### config.mk
export PLATFORM = sky130hd
export DESIGN_NAME = rsi_top
export DESIGN_NICKNAME = d
export VERILOG_FILES = /design/src/design/rsi_pkg.sv /design/src/design/rsi_top.sv /design/src/design/rsi_classify.sv /design/src/design/rsi_hold_reg.sv
export SDC_FILE = /design/constraint.sdc
export NUM_CORES = 1
export LEC_CHECK = 0
export ABC_AREA = 1
export BUFFER_PORTS_ARGS = -buffer_cell sky130_fd_sc_hd__clkbuf_2
export CORE_MARGIN = 4
export CORE_UTILIZATION = 46
export CTS_CLUSTER_DIAMETER = 50
export DETAILED_ROUTE_END_ITERATION = 12
export PLACE_DENSITY = 0.84
export SKIP_LAST_GASP = 1
export SYNTH_ARGS = -nofsm -noshare
export SYNTH_HDL_FRONTEND = slang
export SYNTH_SLANG_ARGS = --single-unit
### constraint.sdc
create_clock -name core_clk -period 1.38 [get_ports core_clk]
set_input_delay 0.276 -clock core_clk [delete_from_list [all_inputs] [get_ports core_clk]]
set_output_delay 0.276 -clock core_clk [all_outputs]
set_load 0.005 [all_outputs]
### src/design/rsi_pkg.sv
/*
  shared constants and carriers for the reset state initialiser.
  assumes one synchronous clock domain; reset sources arrive as
  clock-synchronous one-cycle or level requests.
*/
// Functional notes
// RL1 - sleep timeout clears pc, sp; sets timeout
// RL2 - flags in status; power-on clears both
// RL3 - low-supply reset in run keeps flags
// RL4 - run timeout sets timeout, keeps powerdown
// RL5 - sleep timeout leaves both flags set
// RL6 - power-on disables every interrupt
// RL7 - power-on clears watchdog, time bases; restart
// RL8 - power-on switches all timers off
// RL9 - power-on makes all port pins inputs
// RL10 - power-on sets stack pointer to top
// RL11 - per-register values for each reset kind
// RL12 - run timeout equals power-on except flag
// RL13 - real low-supply reset sets cause flag
// RL14 - low-supply detection off in sleep/idle
// RL15 - power-on wins over other sources
`default_nettype none
package rsi_pkg;

  // ----------------------------------------
  // status register field positions
  // ----------------------------------------
  localparam int STAT_PWRDN_BIT = 4;
  localparam int STAT_TMO_BIT = 5;

  // ----------------------------------------
  // reset values
  // ----------------------------------------
  localparam logic [7:0] STATUS_RST = 8'h00;
  localparam logic [7:0] PORT_DATA_RST = 8'hff;
  localparam logic [7:0] PORT_DIR_RST = 8'hff;
  localparam logic [7:0] INT_EN_RST = 8'h00;
  localparam logic [7:0] TIMER_CTL_RST = 8'h00;
  localparam logic [7:0] WDOG_CTL_RST = 8'h53;
  localparam logic [7:0] LOWSUP_TIME_RST = 8'h01;
  localparam logic [12:0] PC_RST = 13'h0000;
  localparam logic [2:0] SP_RST = 3'h0;

  // ----------------------------------------
  // reset kinds and carriers
  // ----------------------------------------
  typedef enum logic [2:0] {
    RSI_NONE, RSI_POR, RSI_LOWSUP, RSI_WDOG_RUN, RSI_WDOG_SLEEP
  } rsi_kind_t;

  typedef struct packed {
    logic powerOn;
    logic lowSupply;
    logic watchdogTimeout;
  } rsi_src_t;

  typedef struct packed {
    logic [7:0] portData;
    logic [7:0] portDir;
    logic [7:0] intEnable;
    logic [7:0] timerCtl;
    logic [7:0] watchdogCtl;
    logic [7:0] lowSupTime;
  } rsi_regs_t;

endpackage
`default_nettype wire

### src/design/rsi_top.sv
/*
  reset state initialiser: tells apart power-on, low-supply and
  watchdog resets and applies flags and register images.
  assumes reset sources are synchronous; the core consumes the
  pc/sp clear and full init pulses on the following cycle.
*/
`default_nettype none
module rsi_top
  import rsi_pkg::*;
(
  input wire logic core_clk,
  input wire logic reset,
  input wire rsi_src_t src,
  input wire logic sleeping,
  input wire logic sleepEntry,
  input wire logic swClearCause,
  input wire logic regWrEn,
  input wire rsi_regs_t regWrData,
  output logic [7:0] status,
  output logic lowSupplyCause,
  output logic fullInit,
  output logic pcSpClear,
  output logic [12:0] pc,
  output logic [2:0] sp,
  output logic watchdogClear,
  output logic timeBaseClear,
  output rsi_regs_t regs,
  output rsi_kind_t lastKind
);

  // ----------------------------------------
  // classification
  // ----------------------------------------
  rsi_kind_t kind;
  logic doFull;
  rsi_regs_t regVal;

  rsi_classify u_cls (
    .src(src),
    .sleeping(sleeping),
    .kind(kind)
  );

  // reset input acts as a power-on reset
  assign doFull = reset || kind == RSI_POR || kind == RSI_LOWSUP ||
    kind == RSI_WDOG_RUN;

  // ----------------------------------------
  // status flags
  // ----------------------------------------
  always_ff @(posedge core_clk) begin
    if (reset || kind == RSI_POR) begin
      // RL2 power-on clears flags
      status <= STATUS_RST;
    end else begin
      unique case (kind)
        // RL3 flags kept on low supply
        RSI_LOWSUP: status <= status;
        // RL4 timeout set, powerdown kept
        RSI_WDOG_RUN: status[STAT_TMO_BIT] <= 1'b1;
        // RL5 both flags set
        RSI_WDOG_SLEEP: begin
          status[STAT_TMO_BIT] <= 1'b1;
          status[STAT_PWRDN_BIT] <= 1'b1;
        end
        RSI_NONE: begin
          if (sleepEntry) begin
            status[STAT_PWRDN_BIT] <= 1'b1;
          end
        end
        default: status <= status;
      endcase
    end
  end

  // ----------------------------------------
  // low-supply cause flag
  // ----------------------------------------
  // set beats software clear in the same cycle
  always_ff @(posedge core_clk) begin
    if (reset) begin
      lowSupplyCause <= 1'b0;
    // RL13 set on real low supply
    end else if (kind == RSI_LOWSUP) begin
      lowSupplyCause <= 1'b1;
    end else if (swClearCause) begin
      lowSupplyCause <= 1'b0;
    end
  end

  // ----------------------------------------
  // reset pulses to the core
  // ----------------------------------------
  always_ff @(posedge core_clk) begin
    // RL12 run timeout is a full init
    fullInit <= doFull;
    // RL1 sleep timeout clears pc/sp only
    pcSpClear <= doFull || kind == RSI_WDOG_SLEEP;
    // RL7 clear watchdog and time bases
    watchdogClear <= doFull;
    timeBaseClear <= doFull;
  end

  always_ff @(posedge core_clk) begin
    if (reset) begin
      lastKind <= RSI_POR;
    end else if (kind != RSI_NONE) begin
      lastKind <= kind;
    end
  end

  // ----------------------------------------
  // program counter and stack pointer images
  // ----------------------------------------
  always_ff @(posedge core_clk) begin
    // RL10 stack pointer at top
    if (doFull || kind == RSI_WDOG_SLEEP) begin
      pc <= PC_RST;
      sp <= SP_RST;
    end
  end

  // ----------------------------------------
  // peripheral register images
  // ----------------------------------------
  // sleep timeout leaves these untouched
  // RL9 ports become inputs
  rsi_hold_reg #(.INIT(PORT_DATA_RST)) u_pdat (
    .core_clk(core_clk), .fullInit(doFull), .wrEn(regWrEn),
    .wrData(regWrData.portData), .value(regVal.portData)
  );
  rsi_hold_reg #(.INIT(PORT_DIR_RST)) u_pdir (
    .core_clk(core_clk), .fullInit(doFull), .wrEn(regWrEn),
    .wrData(regWrData.portDir), .value(regVal.portDir)
  );
  // RL6 interrupts disabled
  rsi_hold_reg #(.INIT(INT_EN_RST)) u_inten (
    .core_clk(core_clk), .fullInit(doFull), .wrEn(regWrEn),
    .wrData(regWrData.intEnable), .value(regVal.intEnable)
  );
  // RL8 timers switched off
  rsi_hold_reg #(.INIT(TIMER_CTL_RST)) u_tmr (
    .core_clk(core_clk), .fullInit(doFull), .wrEn(regWrEn),
    .wrData(regWrData.timerCtl), .value(regVal.timerCtl)
  );
  rsi_hold_reg #(.INIT(WDOG_CTL_RST)) u_wdc (
    .core_clk(core_clk), .fullInit(doFull), .wrEn(regWrEn),
    .wrData(regWrData.watchdogCtl), .value(regVal.watchdogCtl)
  );
  rsi_hold_reg #(.INIT(LOWSUP_TIME_RST)) u_lvt (
    .core_clk(core_clk), .fullInit(doFull), .wrEn(regWrEn),
    .wrData(regWrData.lowSupTime), .value(regVal.lowSupTime)
  );

  // outputs straight from flip-flops
  always_ff @(posedge core_clk) begin
    regs <= regVal;
  end

endmodule
`default_nettype wire

### src/design/rsi_classify.sv
/*
  decodes the active reset sources into one reset kind.
  assumes the sleep flag is a level valid in the same cycle.
*/
`default_nettype none
module rsi_classify
  import rsi_pkg::*;
(
  input wire rsi_src_t src,
  input wire logic sleeping,
  output rsi_kind_t kind
);

  always_comb begin
    kind = RSI_NONE;
    // RL15 power-on first
    if (src.powerOn) begin
      kind = RSI_POR;
    end else if (src.watchdogTimeout) begin
      kind = sleeping ? RSI_WDOG_SLEEP : RSI_WDOG_RUN;
    // RL14 detection gated in sleep
    end else if (src.lowSupply && !sleeping) begin
      kind = RSI_LOWSUP;
    end
  end

endmodule
`default_nettype wire

### src/design/rsi_hold_reg.sv
/*
  one 8-bit register that loads its reset image on a full reset.
  assumes software writes are single-cycle strobes.
*/
`default_nettype none
module rsi_hold_reg
  import rsi_pkg::*;
#(
  parameter logic [7:0] INIT = 8'h00
)(
  input wire logic core_clk,
  input wire logic fullInit,
  input wire logic wrEn,
  input wire logic [7:0] wrData,
  output logic [7:0] value
);

  // RL11 image on full reset
  always_ff @(posedge core_clk) begin
    if (fullInit) begin
      value <= INIT;
    end else if (wrEn) begin
      value <= wrData;
    end
  end

endmodule
`default_nettype wire

# Word-level counts from Yosys, hierarchy flattened

Cells that the tools add are included.
W data, S select, Z words.

Multiplexer cells: 8
Reductions and logical operators: 12
Equal/unequal tests: 5

Operator list:

| cell                 | number |
|---|---|
| $mux W3              | 3 |
| $eq A3 B2 Y1 const B | 2 |
| $logic_or A1 B1 Y1   | 4 |
| $reduce_bool A2 Y1   | 2 |
| $eq A3 B1 Y1 const B | 1 |
| $eq A3 B3 Y1 const B | 1 |
| $logic_not A3 Y1     | 1 |
| $mux W1              | 3 |
| $reduce_bool A3 Y1   | 1 |
| $mux W2              | 1 |
| $ne A2 B2 Y1 const B | 1 |
| $pmux W1 S2          | 1 |
| $reduce_and A2 Y1    | 1 |
| $reduce_or A2 Y1     | 1 |
| $logic_and A1 B1 Y1  | 1 |
| $logic_not A1 Y1     | 1 |

Input port bits: 57
Bits in registers: 104
Output and inout bits: 80

# Depth between registers and ports, before layout

Gate-level depths: netlist of run 1.

Word-level depth: 10
Mapped depth: 7
Gate-level depth less buffers: 6

# Hierarchy

A second synthesis of run 1 with hierarchy kept.

Cells, all modules: 386
Area, all modules: 3,374.5 µm²

Modules (own cells, without submodules):

| module                      | times used | seq. area each (µm²) | cells each | area each (µm²) |
|---|---|---|---|---|
| rsi_top                     | 1          | 1,121.1              | 112        | 1,456.4 |
| rsi_hold_reg at u_inten ... | 2          | 160.2                | 51         | 341.6 |
| rsi_hold_reg at u_pdat ...  | 2          | 160.2                | 35         | 279.0 |
| rsi_hold_reg at u_lvt       | 1          | 160.2                | 50         | 339.1 |
| rsi_hold_reg at u_wdc       | 1          | 160.2                | 43         | 304.0 |
| rsi_classify                | 1          | 0.0                  | 9          | 33.8 |

# Worst setup path before layout of run 1

Ideal clock, no wire load.

Path kind: input -> register
Start: input src[2] in the netlist's numbering
End: register u_pdir.value[0]
Slack: 247 ps
Data arrival time: 1,004 ps
Stages: 4
Path buffers: 1
Cells stage by stage: or2_4 > a21oi_4 > buf_2 > nand4_1

Longest elaborated chain between the ends: 5
Elaborated cells on any way between the ends: 7
Those cells by class: eq/ne (3); mux (1); reduce/logical (3)

RTL lines:

| item                            | line               | RTL |
|---|---|---|
| start: declaration              | rsi_top.sv:13      | `input wire rsi_src_t src,` |
| $mux W3 *                       | rsi_classify.sv:17 | `if (src.powerOn) begin` |
| $eq A3 B1 Y1                    | rsi_top.sv:45      | `assign doFull = reset \|\| kind == RSI_POR \|\| kind == RSI_LOWSUP \|\|` |
| $logic_or A1 B1 Y1 (2 in a row) | rsi_top.sv:45      |  |
| $logic_or A1 B1 Y1 *            | rsi_top.sv:45      |  |
| end signal: assignment          | rsi_hold_reg.sv:23 | `value <= wrData;` |
| end: declaration                | rsi_hold_reg.sv:15 | `output logic [7:0] value` |

Every way passes the cells marked *; elsewhere a longest branch is shown, timed or not.
A chain may end at the register's enable or synchronous reset.

# Worst setup path after layout of run 1

Start: register timeBaseClear
End: output timeBaseClear

RTL lines:

| item                     | line           | RTL |
|---|---|---|
| start: declaration       | rsi_top.sv:26  | `output logic timeBaseClear,` |
| start signal: assignment | rsi_top.sv:101 | `timeBaseClear <= doFull;` |

No word-level cell between the ends.

==> results of run 1 <==
## power by group through the flow
stage / clock network (mW) / logic, mW / registers (mW)
after global routing: 2.01 / 0.446 / 3.14
after global placement: 0 / 0.394 / 3.19
final: 1.82 / 0.403 / 3.13
after detailed placement: 0 / 0.404 / 3.20
after floorplan: 0 / 0.249 / 3.20
after CTS: 1.87 / 0.407 / 3.13
## cell families after synthesis
| kind of cell | Yosys count | synth area share |
|---|---|---|
| AOI/OAI and AO/OA | 34 | 0.07899 |
| buffers and inverters | 44 | 0.08871 |
| DFF | 104 | 0.6475 |
| other | 1 | 0.001166 |
| and+or+nand+nor | 135 | 0.1837 |
## worst paths after layout
path	to	from	cells after the start
max	timeBaseClear	timeBaseClear	1
min	lowSupplyCause	reset	2
max reg2reg	lastKind[1]	lastKind[1]	2
min reg2reg	regs[43]	u_pdat.value[3]	0
## synth_stat cells
cell	n	area, µm²
a21oi_1	12	60.06
a21oi_2	19	166.4
a21oi_4	1	16.27
a31oi_1	1	6.260
buf_2	6	30.03
buf_4	24	180.2
buf_8	2	30.03
clkbuf_1	8	30.03
conb_1	1	3.750
dfxtp_1	104	2082
inv_1	4	15.01
nand2_1	102	382.9
nand2_2	1	6.260
nand2_4	1	11.26
nand3_1	4	20.02
nand3_2	1	10.01
nand4_1	23	143.9
nor2_1	2	7.510
o21ai_0	1	5.000
or2_4	1	8.760
## layer usage
| metal | share of wire | wire [µm] | vias to the layer above | GRT usage |
|---|---|---|---|---|
| met3 | 0.064 | 423 | 8 | 0.03774 |
| met2 | 0.52 | 3444 | 94 | 0.2763 |
| met5 | 0 | 0 | - | 0 |
| met4 | 0.016 | 108 | 0 | 0.06910 |
| li1 | - | - | 1210 | - |
| met1 | 0.40 | 2665 | 1112 | 0.1789 |
## sequential cells by signal (all words and copies together), names as in the netlist
signal          cells
u_wdc.value         8
lowSupplyCause      1
status              2
regs               48
u_inten.value       8
u_lvt.value         8
lastKind            3
u_tmr.value         8
u_pdir.value        8
pcSpClear           1
timeBaseClear       1
u_pdat.value        8
## layout by cell type (no fill, tap or decap)
cell,instances
nand2_2,1
inv_6,2
conb_1,22
nand3_1,4
a31oi_1,1
clkinvlp_4,1
buf_4,3
o21ai_0,1
clkinv_2,3
nand2_4,1
nand2_1,102
inv_1,4
nand4_1,23
or2_4,1
nor2_1,2
nand3_2,1
clkbuf_8,9
bufinv_16,1
clkbuf_2,114
dfxtp_1,104
a21oi_2,19
buf_12,4
a21oi_4,1
a21oi_1,12
## per-stage QoR
stage                     cells  hold WS [ps]
after CTS                   532         126.4
final                       532         150.0
after detailed placement    516         336.7
after floorplan             339         331.1
after global routing        532         131.6
after global placement      516         336.1
## layout make-up
type	count	area, µm²	share of cell area
Tap cell	96	120.1	0.02994
Sequential cell	104	2082	0.5190
Clock inverter	7	70.07	0.01747
Inverter	4	15.01	0.003743
Multi-Input combinational cell	191	927.1	0.2311
Timing Repair Buffer	121	673.1	0.1678
Clock buffer	9	123.9	0.03088
==> summary.txt, run 1 <==
Worst setup path
  • Worst path bufs/invs: 1
  • Max Fanout on Critical Path: 3
  • CP top delay family: flip-flops
  • WP data required: 1100 ps
  • Critical Path AT: 810 ps
  • Critical path cell sequence: clkbuf_2
  • Kind of start point of the critical path: register
  • Setup crit end kind: output port
  • R2r setup slk: 700 ps
  • Slowest CP cell: dfxtp_1
  • CP Class: register to output port
  • CP peak stage delay: 350 ps

Power
  • Power Internal: 4.109 mW
  • Total power: 5.354 mW
  • Switching share of power: 0.2326
  • Leakage: 1.847 nW
  • Pwr per Cell Area: 1335 nW/µm²
  • Clk pwr share: 0.341
  • Reg power frac: 0.584
  • Net Switching: 1.245 mW
  • Peak supply drop: 802.3 µV
  • Power share of the combinational group: 0.075

STA
  • Final Hold Fails: 0
  • Setup-failing EPs final: 0
  • Final Max Tran Viols: 0
  • Worst Skew: 13.40 ps
  • RSZ-0062 raised after global routing: false
  • Maximum clock frequency: 921.6 MHz
  • Setup TNS: 0 ps
  • Tmin final: 1085 ps
  • Crit share post-route: 0.7863
  • Final worst slack: 295.0 ps

Clock tree
  • H-Tree Depth: 3
  • Clock latency on the worst-skew pair: 350 ps
  • Clock sink total: 104
  • CTS tree: yes
  • Hold Buf Count CTS: 0
  • Root Buffer: clkbuf_8
  • Resize count post-CTS: 0
  • Total CTS buffers: 9
  • Reg clk slew, reported paths: 90 ps
  • Maximum clock path buffer count: 2
  • Number of setup buffers added after CTS: 0

Floorplan
  • Core area: 6794 µm²
  • Initial Util: 0.4733
  • Core Rows: 30
  • Die W: 91.61 µm
  • Num ports: 137
  • Die area: 8392 µm²
  • Die H: 91.61 µm

Detailed routing
  • DRC viols: 0
  • DR iter-0 viols: 90
  • Via/cell ratio: 4.556
  • Antenna-violating nets left: 0
  • Routed WL: 6.642 mm
  • Routed WL per cell: 12.48 µm
  • DR pass1 iterations: 4
  • Total number of vias: 2,424

Logic synthesis
  • Mean Syn Cell Area: 10.11 µm²
  • Synth warn: 0
  • Synth cell types: 20
  • Sequential share of the synthesized area: 0.6475
  • Syn Inst Count: 318
  • Synthesis-stage register bit count: 104
  • Post-synthesis cell area: 3216 µm²

Place
  • Global placement routability congestion: 0.7756
  • Port Buf Inserts: 114
  • Hpwl dp: 4.757 mm
  • Placed instance area: 3817 µm²
  • Post-placement setup slack: 45.45 ps

Global routing
  • Largest net degree at the start of global routing: 36
  • Grt ovf: 0
  • Total global-route track usage: 0.1567
  • Initial antenna violation count: 0
  • Vias in the first global route: 2,308
  • First-pass GRT wire length: 10.53 mm

Finish
  • Layout area overhead: 24.75%
  • Proportion of layout cells with a drive suffix above 1: 0.3693
  • Filler cells: 594
  • ANT cells: 0
  • Final #Nets: 488
  • Final Instance Area: 4011 µm²
  • Final Core Density: 0.5904

Worst hold path
  • Hold crit path type: primary input to register

Job
  • Max_cap viols: 0

Status
  • Status: finished, final reports clean
No activity file was read; power rests on OpenSTA's default activity.
==> run 2, diff against run 1 <==
--- a/config.mk
+++ b/config.mk
@@ -8,10 +8,10 @@
 export ABC_AREA = 1
 export BUFFER_PORTS_ARGS = -buffer_cell sky130_fd_sc_hd__clkbuf_2
 export CORE_MARGIN = 4
-export CORE_UTILIZATION = 46
+export CORE_UTILIZATION = 42
 export CTS_CLUSTER_DIAMETER = 50
 export DETAILED_ROUTE_END_ITERATION = 12
-export PLACE_DENSITY = 0.84
+export PLACE_DENSITY = 0.82
 export SKIP_LAST_GASP = 1
 export SYNTH_ARGS = -nofsm -noshare
 export SYNTH_HDL_FRONTEND = slang
==> constraint.sdc (replaced) <==
create_clock -name core_clk -period 0.9 [get_ports core_clk]
set_input_delay 0.18 -clock core_clk [delete_from_list [all_inputs] [get_ports core_clk]]
set_output_delay 0.18 -clock core_clk [all_outputs]
set_load 0.005 [all_outputs]
==> run 2 against run 1 <==
The flow now finishes with violations (negative setup slack); flip-flop and latch count is the same; first-iteration DRC count down 11%; largest cell class unchanged; register-to-register slack got worse by 690 ps; worst setup slack worse by 390 ps; combinational power increased by 66%; sequential power rose by 54%; count of clock-buffer cells in the layout unchanged; via count about the same; clock skew down 5.1 ps.
==> summary.txt, run 2 (synthesis results as in run 1) <==
STA
  • Tmin final: 994.3 ps
  • Final Max Tran Viols: 0
  • Maximum clock frequency: 1006 MHz
  • RSZ-0062 raised after global routing: true
  • Setup TNS: -3427 ps
  • Crit share post-route: 1.105
  • Worst Skew: 8.312 ps
  • Final worst slack: -94.26 ps
  • Final Hold Fails: 0
  • Setup-failing EPs final: 58

Worst setup path
  • Critical path cell sequence: clkbuf_2
  • Slowest CP cell: dfxtp_2
  • Kind of start point of the critical path: register
  • WP data required: 720 ps
  • CP Class: register to output port
  • Critical Path AT: 810 ps
  • Worst path bufs/invs: 1
  • CP top delay family: flip-flops
  • Max Fanout on Critical Path: 2
  • Setup crit end kind: output port
  • CP peak stage delay: 340 ps

Clock tree
  • CTS tree: yes
  • Reg clk slew, reported paths: 100 ps
  • H-Tree Depth: 3
  • Clock latency on the worst-skew pair: 350 ps
  • Clock sink total: 104
  • Hold Buf Count CTS: 0
  • Root Buffer: clkbuf_8
  • Maximum clock path buffer count: 2
  • Total CTS buffers: 9

Finish
  • Most common library cell in the layout ignoring fill and taps: nand2_1
  • Largest register FFs: 48
  • ANT cells: 0
  • Layout area overhead: 31.21%
  • Final #Nets: 498
  • Filler cells: 644
  • Final Core Density: 0.5755
  • Biggest register: regs
  • Most frequent cells in the layout: 102 x nand2_1, 93 x clkbuf_2, 65 x dfxtp_1
  • Proportion of layout cells with a drive suffix above 1: 0.4709
  • Final Instance Area: 4219 µm²

Detailed routing
  • Uppermost routed layer: met4
  • Total number of vias: 2,423
  • Met2 WL: 3.271 mm
  • DR iter-0 viols: 80
  • DRC viols: 0
  • Routed WL: 6.663 mm
  • Routed WL per cell: 12.23 µm
  • Met3 Wirelength: 483 µm
  • Antenna-violating nets left: 0
  • M1 WL: 2.805 mm
  • DR pass1 iterations: 4
  • Via/cell ratio: 4.446

Power
  • Peak supply drop: 880.6 µV
  • Power share of the combinational group: 0.079
  • Reg power frac: 0.572
  • Power Internal: 6.401 mW
  • Net Switching: 2.012 mW
  • Leakage: 1.920 nW
  • Pwr per Cell Area: 1994 nW/µm²
  • Clk pwr share: 0.349
  • Switching share of power: 0.2392

Worst hold path
  • Hold crit path type: primary input to register

Status
  • Failing checks: negative setup slack
  • Status: complete, but fails checks

Floorplan
  • Core Rows: 31
  • Die area: 9120 µm²
  • Die H: 95.50 µm
  • Core area: 7331 µm²
  • Die W: 95.50 µm
  • Num ports: 137
  • Initial Util: 0.4386

Place
  • Placed instance area: 3874 µm²
  • Global placement routability congestion: 0.8058
  • Port Buf Inserts: 114
  • Hpwl dp: 4.774 mm

Global routing
  • First-pass GRT wire length: 10.01 mm
  • Grt ovf: 0
  • Initial antenna violation count: 0
  • Total global-route track usage: 0.1417
  • Largest net degree at the start of global routing: 34
  • Vias in the first global route: 2,301

Job
  • Max_cap viols: 0
==> run 2: cell types whose count changed in the layout (fill, tap and decap cells not counted), moves of 3 or more <==
| cell | change |
|---|---|
| dfxtp_1 | -39 |
| dfxtp_2 | +39 |
| clkbuf_2 | -21 |
| buf_2 | +11 |
| buf_6 | +11 |
| buf_4 | +9 |
| clkinv_2 | -3 |
==> run 2: per-stage QoR <==
stage | total power [mW] | setup WS (ps) | instances | hold slack, ps
5_1_grt | 8.840 | -158.7 | 545 | 20.64
2_1_floorplan | 5.287 | -136.3 | 339 | 249.1
3_5_place_dp | 5.545 | -314.5 | 526 | 336.3
4_1_cts | 8.494 | -120.5 | 544 | 21.39
6_report | 8.413 | -94.26 | 545 | 40.99
3_3_place_gp | 5.528 | -244.0 | 526 | 336.5
==> run 2: cell type report <==
cell class | instances | area (µm²) | area share
multi-input cells | 191 | 927.1 | 0.2198
well taps | 99 | 123.9 | 0.02936
clock inverters | 7 | 83.83 | 0.01987
flip-flops and latches | 104 | 2131 | 0.5050
repair buffers | 131 | 814.5 | 0.1931
inverters | 4 | 15.01 | 0.003559
clock buffers | 9 | 123.9 | 0.02936
==> run 2: power by group through the flow <==
stage | Combinational, mW | Clock, mW | Sequential, mW
2_1_floorplan | 0.385 | 0 | 4.90
3_5_place_dp | 0.640 | 0 | 4.91
6_report | 0.667 | 2.94 | 4.81
3_3_place_gp | 0.629 | 0 | 4.90
4_1_cts | 0.650 | 3.04 | 4.80
5_1_grt | 0.742 | 3.27 | 4.83
==> run 2: repair_timing <==
action / in CTS / in global routing
setup endpoints to repair: 58 / 59
buffers inserted: 2 / 1
resized for setup: 21 / 47
cloned: 0 / 0
==> run 2: path summary, 6_finish.rpt <==
path	depth (start not counted)	slack (ps)	from	end
hold reg to reg	0	340	u_inten.value[7]	regs[31]
setup / recovery	1	-90	status[5]	status[5]
setup reg to reg	4	10	status[4]	status[4]
hold / removal	3	40	regWrData[38]	u_pdir.value[6]
==> run 2: per-layer routing <==
layer / track usage / vias up
met5: 0 / -
met4: 0.07701 / 0
met3: 0.04183 / 9
met2: 0.2385 / 91
met1: 0.1609 / 1091
li1: - / 1232
==> run 3, diff against run 2 <==
==> constraint.sdc (replaced) <==
create_clock -name core_clk -period 0.9 [get_ports core_clk]
set_input_delay 0.18 -clock core_clk [delete_from_list [all_inputs] [get_ports core_clk]]
set_output_delay 0.18 -clock core_clk [all_outputs]
set_load 0.1 [all_outputs]
==> run 3 against run 2 <==
The flow still finishes with violations (negative setup slack); clock power is 7.8% higher; worst setup slack worse by 120 ps; via count is 1.4% higher; critical path depth stayed put; count of clock-buffer cells in the layout is 2 higher; cell count is 0.73% lower; combinational power grew to 2.9 times the previous value; sequential power is 0.8% higher; core utilization is 12 points higher; register-to-register slack better by 210 ps; critical endpoint is now fullInit; largest cell class unchanged; highest routed layer unchanged.
==> summary.txt, run 3 (synthesis results as in run 1) <==
Job
  • Max_cap viols: 0

Clock tree
  • Hold Buf Count CTS: 0
  • Total CTS buffers: 9
  • Maximum clock path buffer count: 2
  • H-Tree Depth: 3
  • Root Buffer: clkbuf_8
  • CTS tree: yes
  • Number of setup buffers added after CTS: 0
  • Clock sink total: 104
  • Clock latency on the worst-skew pair: 350 ps
  • Reg clk slew, reported paths: 100 ps

Global routing
  • Vias in the first global route: 2,421
  • Largest net degree at the start of global routing: 37
  • Total global-route track usage: 0.1606
  • Initial antenna violation count: 0
  • Grt ovf: 0
  • First-pass GRT wire length: 11.21 mm

Finish
  • Reg area: 2165 µm²
  • ANT cells: 0
  • Biggest register: regs
  • Final #Nets: 494
  • Proportion of layout cells with a drive suffix above 1: 0.5068
  • Largest register FFs: 48
  • Final Instance Area: 5069 µm²
  • Layout area overhead: 57.63%
  • Final Core Density: 0.6914
  • Most frequent cells in the layout: 102 x nand2_1, 63 x buf_12, 56 x clkbuf_2
  • Most common library cell in the layout ignoring fill and taps: nand2_1
  • Multi-input gate area: 932.1 µm²
  • Filler cells: 518

STA
  • Maximum clock frequency: 894.7 MHz
  • Setup-failing EPs final: 58
  • Worst Skew: 10.60 ps
  • Final Hold Fails: 0
  • Tmin final: 1118 ps
  • Crit share post-route: 1.242
  • Final Max Tran Viols: 0
  • Setup TNS: -8741 ps
  • WHS: 54.27 ps
  • RSZ-0062 raised after global routing: true
  • Final worst slack: -217.7 ps

Detailed routing
  • Total number of vias: 2,457
  • DRC viols: 0
  • DR pass1 iterations: 4
  • Antenna-violating nets left: 0
  • Routed WL per cell: 13.44 µm
  • Routed WL: 7.270 mm
  • DR iter-0 viols: 80
  • Via/cell ratio: 4.542

Worst setup path
  • R2r setup slk: 220 ps
  • Critical Path AT: 940 ps
  • CP top delay family: flip-flops
  • Slowest CP cell: dfxtp_4
  • Setup crit end kind: output port
  • R2R depth: 2
  • Worst path bufs/invs: 1
  • Critical path cell sequence: buf_12
  • CP Depth: 1
  • Reg2reg end: status[4]
  • Reg2reg start: status[4]
  • WP data required: 720 ps
  • Crit. Startpoint: timeBaseClear
  • Kind of start point of the critical path: register
  • Max Fanout on Critical Path: 3
  • CP peak stage delay: 410 ps
  • CP Class: register to output port
  • Worst Setup EP: fullInit

Place
  • Global placement routability congestion: 0.8055
  • Port Buf Inserts: 114
  • Post-placement setup slack: -301.3 ps
  • Hpwl dp: 5.511 mm
  • Placed instance area: 4841 µm²

Status
  • Failing checks: negative setup slack
  • Status: complete, but fails checks

Floorplan
  • Die area: 9120 µm²
  • Num ports: 137
  • Core Rows: 31
  • Core area: 7331 µm²
  • Initial Util: 0.4386
  • Die H: 95.50 µm
  • Die W: 95.50 µm

Worst hold path
  • Hold crit path type: primary input to register

Power
  • Leakage: 2.190 nW
  • Pwr per Cell Area: 1957 nW/µm²
  • Peak supply drop: 1082 µV
run 3: cell types whose count changed in the layout (fill, tap and decap cells not counted), sizes merged:
cell,delta
bufinv,+1
clkbuf,-35
buf,+33
inv,-3
run 3: worst min path at each step:
stage,startpoint,endpoint,slack (ps),cells after the start
global route,regWrData[30],u_inten.value[6],30,3
finish,regWrData[0],u_lvt.value[0],50,3
global placement,u_wdc.value[4],regs[12],330,0
CTS,regWrData[40],u_pdat.value[0],40,3
detailed placement,u_inten.value[5],regs[29],330,0
floorplan,reset,lastKind[1],240,1
run 3: area by class of cell:
type / instances / area share
inverters: 4 / 0.003703
clock buffers: 11 / 0.02789
multi-input cells: 191 / 0.1839
repair buffers: 127 / 0.3160
flip-flops and latches: 104 / 0.4271
well taps: 99 / 0.02444
clock inverters: 5 / 0.01703
run 3: through the flow:
step	power, mW	cells
6_report	9.921	541
5_1_grt	10.29	541
3_3_place_gp	6.837	525
4_1_cts	10.02	541
2_1_floorplan	6.303	339
3_5_place_dp	6.868	525
run 3: where the power goes:
| part | internal [mW] | leakage [nW] | switching [mW] |
|---|---|---|---|
| logic | 0.556 | 1.22 | 1.35 |
| clock network | 1.67 | 0.115 | 1.50 |
| registers | 4.75 | 0.853 | 0.101 |
| total | 6.97 | 2.19 | 2.95 |
run 3: per-layer routing:
| layer | track usage | share of wire | up-vias | wire length [µm] |
|---|---|---|---|---|
| met4 | 0.07109 | 0.0098 | 0 | 71 |
| met5 | 0 | 0 | - | 0 |
| met1 | 0.1792 | 0.39 | 1129 | 2833 |
| li1 | - | - | 1221 | - |
| met2 | 0.2910 | 0.54 | 98 | 3890 |
| met3 | 0.03552 | 0.065 | 9 | 475 |
run 3: what timing repair did:
action,in CTS,in global routing
resized for setup,0,0
setup endpoints to repair,58,58
gates cloned,0,0
